<file path="config.mk">
export PLATFORM = sky130hd
export DESIGN_NAME = gpio_ports
export DESIGN_NICKNAME = d
export VERILOG_FILES = /design/src/design/gpio_pkg.sv /design/src/design/gpio_ports.sv
export VERILOG_INCLUDE_DIRS = /design/src /design/src/design
export SDC_FILE = /design/constraint.sdc
export NUM_CORES = 1
export LEC_CHECK = 0
export ABC_CLOCK_PERIOD_IN_PS = 2100
export BUFFER_PORTS_ARGS = -buffer_cell sky130_fd_sc_hd__buf_2
export CORE_MARGIN = 1.5
export CORE_UTILIZATION = 35
export CTS_CLUSTER_SIZE = 12
export DETAILED_ROUTE_END_ITERATION = 8
export PLACE_DENSITY = 0.64
export SETUP_SLACK_MARGIN = 0.5
export SYNTH_ARGS = -nofsm -noshare
export SYNTH_HDL_FRONTEND = slang
export SYNTH_SLANG_ARGS = --single-unit
</file>
<file path="constraint.sdc">
create_clock -name mclk -period 2.1 [get_ports mclk]
set_input_delay 0.42 -clock mclk [delete_from_list [all_inputs] [get_ports mclk]]
set_output_delay 0.42 -clock mclk [all_outputs]
set_load 0.02 [all_outputs]
</file>
<file path="src/design/gpio_params.svh">
`ifndef GPIO_PARAMS_SVH
`define GPIO_PARAMS_SVH

// ======================================================================
// register indexes (byte address is four times the index)
`define FIRST_LATCH_IDX 30'h0000_0001
`define SECOND_LATCH_IDX 30'h0000_0002
`define FIRST_DIR_IDX 30'h0000_0005
`define SECOND_DIR_IDX 30'h0000_0006

// ======================================================================
// field positions and reset values
`define CLK_OUT_EN_BIT 7
`define CLK_OUT_PIN 2
`define DIR_RESET 8'h00
`define CLK_OUT_EN_RESET 1'b0

// ======================================================================
// channel select codes and bus encodings
`define CHAN_SEL_W 5
`define FIRST_CHAN_BASE 5'h00
`define HTRANS_NONSEQ_BIT 1
`define HRESP_OKAY 1'b0

`endif

</file>
<file path="src/design/gpio_pkg.sv">
package gpio_pkg;

   // ===================================================================
   // shared types
   typedef logic [31:0] word_t;
   typedef logic [4:0] chan_sel_t;

   // which register an address phase selected
   typedef enum logic [2:0] {
      reg_none,
      reg_first_latch,
      reg_second_latch,
      reg_first_dir,
      reg_second_dir
   } reg_sel_t;

endpackage

</file>
<file path="src/design/gpio_ports.sv">
`timescale 1ns/10ps
`include "gpio_params.svh"

// Behaviour
// - the first port keeps an eight-bit data latch that no reset alters.
// - a first-port direction bit of 1 drives the latch out, 0 leaves input.
// - reset clears all first-port direction bits, so every pin is input.
// - a first-port read gives the latch bit wherever direction is 1.
// - with direction 0 a read gives the pin, or 0 if the converter has it.
// - data writes always load the latches and never change what inputs read.
// - a pin the converter uses stays a high-impedance input whatever its dir.
// - the five-bit channel select decides which first-port pin is analog.
// - the second port keeps a five-bit data latch that no reset alters.
// - a second-port direction bit of 1 drives the pin, 0 leaves it input.
// - reset clears second-port direction and the bus clock output enable.
// - enable bit 7 of second-port direction drives the bus clock on pin 2.
// - with the clock out on, pin 2 drives mclk whatever its dir; reads give the latch.
// - a second-port read gives latch where direction is 1, else the pin.

module gpio_ports #(
   parameter int FIRST_W = 8,
   parameter int SECOND_W = 5
) (
   input wire logic mclk,
   input wire logic resetn,
   input wire logic hsel,
   input wire gpio_pkg::word_t haddr,
   input wire logic [1:0] htrans,
   input wire logic hwrite,
   input wire logic [2:0] hsize,
   input wire gpio_pkg::word_t hwdata,
   input wire logic hready,
   output gpio_pkg::word_t hrdata,
   output logic hreadyout,
   output logic hresp,
   input wire logic [FIRST_W-1:0] first_pin_in,
   output logic [FIRST_W-1:0] first_pin_out,
   output logic [FIRST_W-1:0] first_pin_oe,
   input wire logic [SECOND_W-1:0] second_pin_in,
   output logic [SECOND_W-1:0] second_pin_out,
   output logic [SECOND_W-1:0] second_pin_oe,
   input wire gpio_pkg::chan_sel_t converter_channel_select
);
   import gpio_pkg::*;

   // ===================================================================
   // elaboration checks
   // refused when the design is built, before any clock runs
   if (FIRST_W < 1 || FIRST_W > 8) begin
      $error("first port width must be 1 to 8");
   end
   if (SECOND_W <= `CLK_OUT_PIN || SECOND_W > 7) begin
      $error("second port width must be 3 to 7");
   end

   // ===================================================================
   // helpers
   // one-hot mask of the first-port pin the converter has claimed
   function automatic logic [FIRST_W-1:0] chan_mask(input chan_sel_t sel);
      logic [FIRST_W-1:0] m;
      m = '0;
      for (int i = 0; i < FIRST_W; i++) begin
         if (sel == chan_sel_t'(`FIRST_CHAN_BASE + i))
            m[i] = 1'b1;
      end
      return m;
   endfunction

   // word-aligned address decode
   function automatic reg_sel_t decode(input word_t a);
      if (a[1:0] != 2'b00) begin
         return reg_none;
      end else if (a[31:2] == `FIRST_LATCH_IDX) begin
         return reg_first_latch;
      end else if (a[31:2] == `SECOND_LATCH_IDX) begin
         return reg_second_latch;
      end else if (a[31:2] == `FIRST_DIR_IDX) begin
         return reg_first_dir;
      end else if (a[31:2] == `SECOND_DIR_IDX) begin
         return reg_second_dir;
      end else begin
         return reg_none;
      end
   endfunction

   // ===================================================================
   // state
   logic [FIRST_W-1:0] first_latch_r, first_latch_nxt;
   logic [FIRST_W-1:0] first_dir_r, first_dir_nxt;
   logic [SECOND_W-1:0] second_latch_r, second_latch_nxt;
   logic [SECOND_W-1:0] second_dir_r, second_dir_nxt;
   logic clk_out_en_r, clk_out_en_nxt;
   logic ap_valid_r, ap_valid_nxt;
   logic ap_write_r, ap_write_nxt;
   reg_sel_t ap_reg_r, ap_reg_nxt;
   word_t hrdata_r, hrdata_nxt;
   logic hreadyout_r;
   logic hresp_r;
   logic [FIRST_W-1:0] first_oe_r, first_oe_nxt;
   logic [SECOND_W-1:0] second_oe_r, second_oe_nxt;
   logic [FIRST_W-1:0] claimed;
   logic take;
   logic first_cycle_r;

   assign claimed = chan_mask(converter_channel_select);
   assign take = hsel && hready && htrans[`HTRANS_NONSEQ_BIT];

   // ===================================================================
   // register writes, done in the data phase with hwdata
   always_comb begin
      first_latch_nxt = first_latch_r;
      second_latch_nxt = second_latch_r;
      first_dir_nxt = first_dir_r;
      second_dir_nxt = second_dir_r;
      clk_out_en_nxt = clk_out_en_r;
      if (ap_valid_r && ap_write_r) begin
         case (ap_reg_r)
            // latches load regardless of direction
            reg_first_latch: first_latch_nxt = hwdata[FIRST_W-1:0];
            reg_second_latch: begin
               // upper bits have no storage, so are dropped
               second_latch_nxt = hwdata[SECOND_W-1:0];
            end
            reg_first_dir: first_dir_nxt = hwdata[FIRST_W-1:0];
            reg_second_dir: begin
               second_dir_nxt = hwdata[SECOND_W-1:0];
               clk_out_en_nxt = hwdata[`CLK_OUT_EN_BIT];
            end
            default: ;
         endcase
      end
   end

   // data latches have no reset on purpose; they hold across any reset
   always_ff @(posedge mclk) begin
      first_latch_r <= first_latch_nxt;
      second_latch_r <= second_latch_nxt;
   end

   // direction and clock enable clear on reset
   always_ff @(posedge mclk or negedge resetn) begin
      if (!resetn) begin
         first_dir_r <= FIRST_W'(`DIR_RESET);
         second_dir_r <= SECOND_W'(`DIR_RESET);
         clk_out_en_r <= `CLK_OUT_EN_RESET;
      end else begin
         first_dir_r <= first_dir_nxt;
         second_dir_r <= second_dir_nxt;
         clk_out_en_r <= clk_out_en_nxt;
      end
   end

   // ===================================================================
   // bus address phase capture and read data
   // read data is built from the next register values, so a read right
   // behind a write to the same register sees the new value
   always_comb begin
      ap_valid_nxt = 1'b0;
      ap_write_nxt = 1'b0;
      ap_reg_nxt = reg_none;
      hrdata_nxt = hrdata_r;
      if (take) begin
         ap_valid_nxt = 1'b1;
         ap_write_nxt = hwrite;
         ap_reg_nxt = decode(haddr);
         if (!hwrite) begin
            hrdata_nxt = '0;
            case (decode(haddr))
               reg_first_latch: begin
                  // latch where driven; pin or 0 where input
                  hrdata_nxt[FIRST_W-1:0] =
                     (first_dir_nxt & first_latch_nxt) |
                     (~first_dir_nxt & ~claimed & first_pin_in);
               end
               reg_second_latch: begin
                  hrdata_nxt[SECOND_W-1:0] =
                     (second_dir_nxt & second_latch_nxt) |
                     (~second_dir_nxt & second_pin_in);
                  if (clk_out_en_nxt)
                     hrdata_nxt[`CLK_OUT_PIN] =
                        second_latch_nxt[`CLK_OUT_PIN];
               end
               reg_first_dir: hrdata_nxt[FIRST_W-1:0] = first_dir_nxt;
               reg_second_dir: begin
                  hrdata_nxt[SECOND_W-1:0] = second_dir_nxt;
                  hrdata_nxt[`CLK_OUT_EN_BIT] = clk_out_en_nxt;
               end
               default: hrdata_nxt = '0;
            endcase
         end
      end
   end

   // zero wait states, so hreadyout is high in reset and never drops
   always_ff @(posedge mclk or negedge resetn) begin
      if (!resetn) begin
         ap_valid_r <= 1'b0;
         ap_write_r <= 1'b0;
         ap_reg_r <= reg_none;
         hrdata_r <= '0;
         hreadyout_r <= 1'b1;
         hresp_r <= `HRESP_OKAY;
         first_cycle_r <= 1'b1;
      end else begin
         ap_valid_r <= ap_valid_nxt;
         ap_write_r <= ap_write_nxt;
         ap_reg_r <= ap_reg_nxt;
         hrdata_r <= hrdata_nxt;
         hreadyout_r <= 1'b1;
         hresp_r <= `HRESP_OKAY;
         first_cycle_r <= 1'b0;
      end
   end

   // ===================================================================
   // pin drivers
   // a claimed pin is never driven, whatever its direction bit
   always_comb begin
      first_oe_nxt = first_dir_nxt & ~claimed;
      second_oe_nxt = second_dir_nxt;
      if (clk_out_en_nxt)
         second_oe_nxt[`CLK_OUT_PIN] = 1'b1;
   end

   always_ff @(posedge mclk or negedge resetn) begin
      if (!resetn) begin
         first_oe_r <= '0;
         second_oe_r <= '0;
      end else begin
         first_oe_r <= first_oe_nxt;
         second_oe_r <= second_oe_nxt;
      end
   end

   // ===================================================================
   // outputs
   // the clock pin passes mclk itself; a flop could not run at that rate
   always_comb begin
      second_pin_out = second_latch_r;
      if (clk_out_en_r)
         second_pin_out[`CLK_OUT_PIN] = mclk;
   end

   assign first_pin_out = first_latch_r;
   assign first_pin_oe = first_oe_r;
   assign second_pin_oe = second_oe_r;
   assign hrdata = hrdata_r;
   assign hreadyout = hreadyout_r;
   assign hresp = hresp_r;

   logic rd_first, rd_second;
   assign rd_first = ap_valid_r && !ap_write_r &&
                     ap_reg_r == reg_first_latch;
   assign rd_second = ap_valid_r && !ap_write_r &&
                      ap_reg_r == reg_second_latch;
endmodule

</file>
==> metrics list <==
- Number of flip-flops and latches in the synthesized netlist: 49
- Critical path depth in cells: 4
* Startpoint kind of the worst setup timing path: clock port
- Clock-pin slew was measured on the worst setup and hold paths at around 0.090 ns.
- Clock latency on the worst-skew pair: ~0.40 ns
- Top_reg_cell synth: dfrtp_1
* Total grt overflow: 0
* Row cnt: 32
* Cell-internal power: about 0.0014 W
* Critical Path Start: mclk
- Setup repair after global routing missed its margin: yes
* Register area share after synthesis: 0.422
- The library cell used most frequently in the layout, excluding fill and tap cells, is buf_2.
- Buffers placed on the I/O ports in this run total between 90 and 100.
- After synthesis, the share of flip-flops with an asynchronous set or reset is 0.735.
- Reg2reg start: ap_reg_r[0]$_DFF_PN0_
- The share of synthesized area in the top cell type comes to 0.328.
- In the layout the commonest cells are buf_2, dfrtp_1, buf_4.
* Length of the first detailed-routing pass in iterations: 4
- Run status: complete, no violations
- Walking the worst path, the cells encountered are buf_8 > buf_8 > mux2_4 > buf_6.
* Number of cells traversed by the worst register-to-register path: 5
- Drt via density: 4.96
- Initial drt markers: roughly 150
- The routed layout has between 2000 and 3000 vias.
* Post-synthesis cell count: about 290
- In this run, placement finished with an instance count of ~500.
- STA classifies the critical path endpoint as a primary output.
- IR analysis of the VDD net gives a maximum drop of ~0.26 mV.
- GR Layer Usage met2: 0.311
- Critical Path Max Stage Delay: about 0.26 ns
* Most used cell, CP: buf_8
- Summed over all cells, the static leakage comes to 1.77 nW.
- Proportion of power drawn by combinational gates: 0.116
- For the worst setup path, the data arrival time is approximately 1.6 ns.
- Aggregate global-route resource usage: 0.188
* Class of the tightest hold or removal check: in -> async
- In the global route stage, met3 resource usage came out at 0.0506.
- Filler cell count in the final layout: approximately 750
- Together, buffers and inverters on the worst path number 3.
- The biggest area contributor in the post-synthesis netlist is dfrtp_1.
- Core region area: between 0.007 and 0.008 mm2
* Wire length per cell after detailed routing: roughly 15 um
- The tool flagged a number of max-cap violations equal to 0.
- For this design, the slowest cell found on the critical path is mux2_4.
- The first global-routing pass estimated 12300 um of wire.
* Finished Core Util: 0.496
- Layout net count: slightly above 500
- DRC errors left: 0
- CTS tree: built
- The detail route stage leaves a number of antenna-violating nets equal to 0.
* Slew Viols, Final: 0
- Area added between synthesis and finish: 38.0%
* Count of endpoints failing hold in the final timing report: 0
* Cells taking the most area after synthesis: dfrtp_1, buf_4, dfxtp_1
- Dpl hpwl: around 5600 um
- Count of flip-flops with a built-in enable after synthesis: 0
- From left edge to right edge, the die measures just over 90 um.
- Fraction of final layout cells sized beyond drive strength 1: 0.478
- Routability-driven placement finished with a final weighted congestion of around 0.8.
- The floorplan step defined a die boundary enclosing around 0.0084 mm2.
- The number of antenna diodes in the final layout is 0.
* Clock tree skew after final layout: between 0.006 and 0.007 ns
* Post-Synthesis Cell Area: around 0.0027 mm2
- Number of global-route vias before repair: 2533
* Total Wirelength: 7640 um
* Count of hold-fix buffers inserted at cts: 0
* Switching power summed over all nets: around 0.00047 W
- Total number of yosys warnings: 0
* Proportion of power drawn by the clock network: 0.376
* Max FO, Critical Path: 2
- Boundary pin count: around 150
* Register share of total power: 0.508
- The cell family contributing the most delay on the critical path is buffers and inverters.
- Kind of critical path: clk -> out
- Final setup vio count: 0
- The number of antenna violations at the first check in global routing was 0.
- Power spread over the standard cell area amounts to 493 mW/mm2.
- Most used routing layer: met2
* Largest net degree at the start of global routing: 37
- The count of cells in the finished layout, fillers not included, comes to 518.
- For this run, global-route usage on met1 was measured as 0.236.
* Fraction of power spent switching nets: 0.251
- Req. time, crit path: roughly 1.7 ns
- Cell variety after synth: between 50 and 60
- The initial utilization of the core area, before any placement, comes to 0.359.
- The die is ~92 um tall.
* Average cell area after synthesis: around 9.6 um2
[cell type report]
cell class	instances	area, um2	area share
clock inverter	1	5.00	0.00132
tap	102	128	0.0337
timing repair buffer	134	807	0.213
inverter	21	78.8	0.0208
clock buffer	11	131	0.0346
sequential	49	1160	0.306
multi-input combinational	200	1480	0.391
[metal layers]
layer / wire length (um) / share of wire / vias to the layer above
met5: 0 / 0 / -
met4: 121 / 0.016 / 0
met3: 442 / 0.058 / 12
met2: 3800 / 0.50 / 96
met1: 3280 / 0.43 / 1221
li1: - / - / 1238
[flip-flops by register name, indices dropped and copies added, names as in the netlist]
register and cells:
second_dir_r 4, second_pin_oe 2, first_pin_out 8, first_dir_r 8, first_pin_oe 8, ap_valid_r 1
second_latch_r 5, ap_write_r 1, clk_out_en_r 1, ap_reg_r 3, hrdata 8
[metrics by stage]
| step | power (W) | setup slack [ns] | hold WS, ns | instance area (um2) | setup TNS (ns) |
|---|---|---|---|---|---|
| 5_1_grt | 0.00195 | 0.0425 | 0.0906 | 3790 | 0 |
| 3_3_place_gp | 0.00117 | 0.0342 | 0.458 | 3360 | 0 |
| 6_report | 0.00187 | 0.0447 | 0.0537 | 3790 | 0 |
| 2_1_floorplan | 0.00110 | 0.326 | 0.124 | 2850 | 0 |
| 4_1_cts | 0.00187 | 0.0127 | 0.0695 | 3670 | 0 |
| 3_5_place_dp | 0.00117 | -0.0105 | 0.456 | 3360 | -0.0105 |
[Yosys cell counts, types with 4 or more instances]
cell      number
dfrtp_1       36
buf_4         35
inv_1         21
nor2_1        21
mux2_2        18
dfxtp_1       13
nand2_1       12
o21ai_0       11
nor3_1         8
nor4_1         8
o311ai_0       8
nand3_1        7
a21oi_1        6
and2_1         5
o211ai_1       5
or2_2          5
clkbuf_1       4
mux2i_1        4
nand2b_1       4
nor3b_1        4
[worst paths after layout]
check,end,slack [ns]
max,second_pin_out[2],0.04
min,second_dir_r[3]$_DFF_PN0_,0.05
max reg2reg,hrdata[2]$_DFFE_PN0P_,0.21
min reg2reg,hrdata[5]$_DFFE_PN0P_,0.48
max in group asynchronous,first_dir_r[4]$_DFF_PN0_,1.71
min in group mclk,ap_write_r$_DFF_PN0_,0.24
[cells by family after synthesis]
logic type             after synthesis  share of synthesized area
DFF                                 49                      0.422
other                                2                    0.00273
AOI/OAI and AO/OA                   55                      0.149
buffers and inverters               61                      0.132
and+or+nand+nor                     97                      0.206
muxes                               22                     0.0883
[worst reg2reg max path, delay by kind of cell, from the launching register on]
family             cells  cell delay [ns]
DFF                    1             0.41
AOI/OAI and AO/OA      2             0.32
and+or+nand+nor        3             1.03
[power by group through the flow]
stage / Sequential [W] / Combinational, W / Clock (W)
floorplan: 0.000973 / 0.000126 / 0.000000898
global placement: 0.000968 / 0.000199 / 0.000000898
detailed placement: 0.000968 / 0.000203 / 0.000000898
CTS: 0.000949 / 0.000213 / 0.000711
global route: 0.000951 / 0.000239 / 0.000761
finish: 0.000950 / 0.000217 / 0.000704
[repair_timing]
action | CTS | global route
setup buffers | 8 | 6
gates resized for setup | 33 | 24
pin swaps | 14 | 12
endpoints found under the setup margin | 13 | 23
gates cloned | 0 | 0
Note: power is estimated with default switching activity, not from simulation.
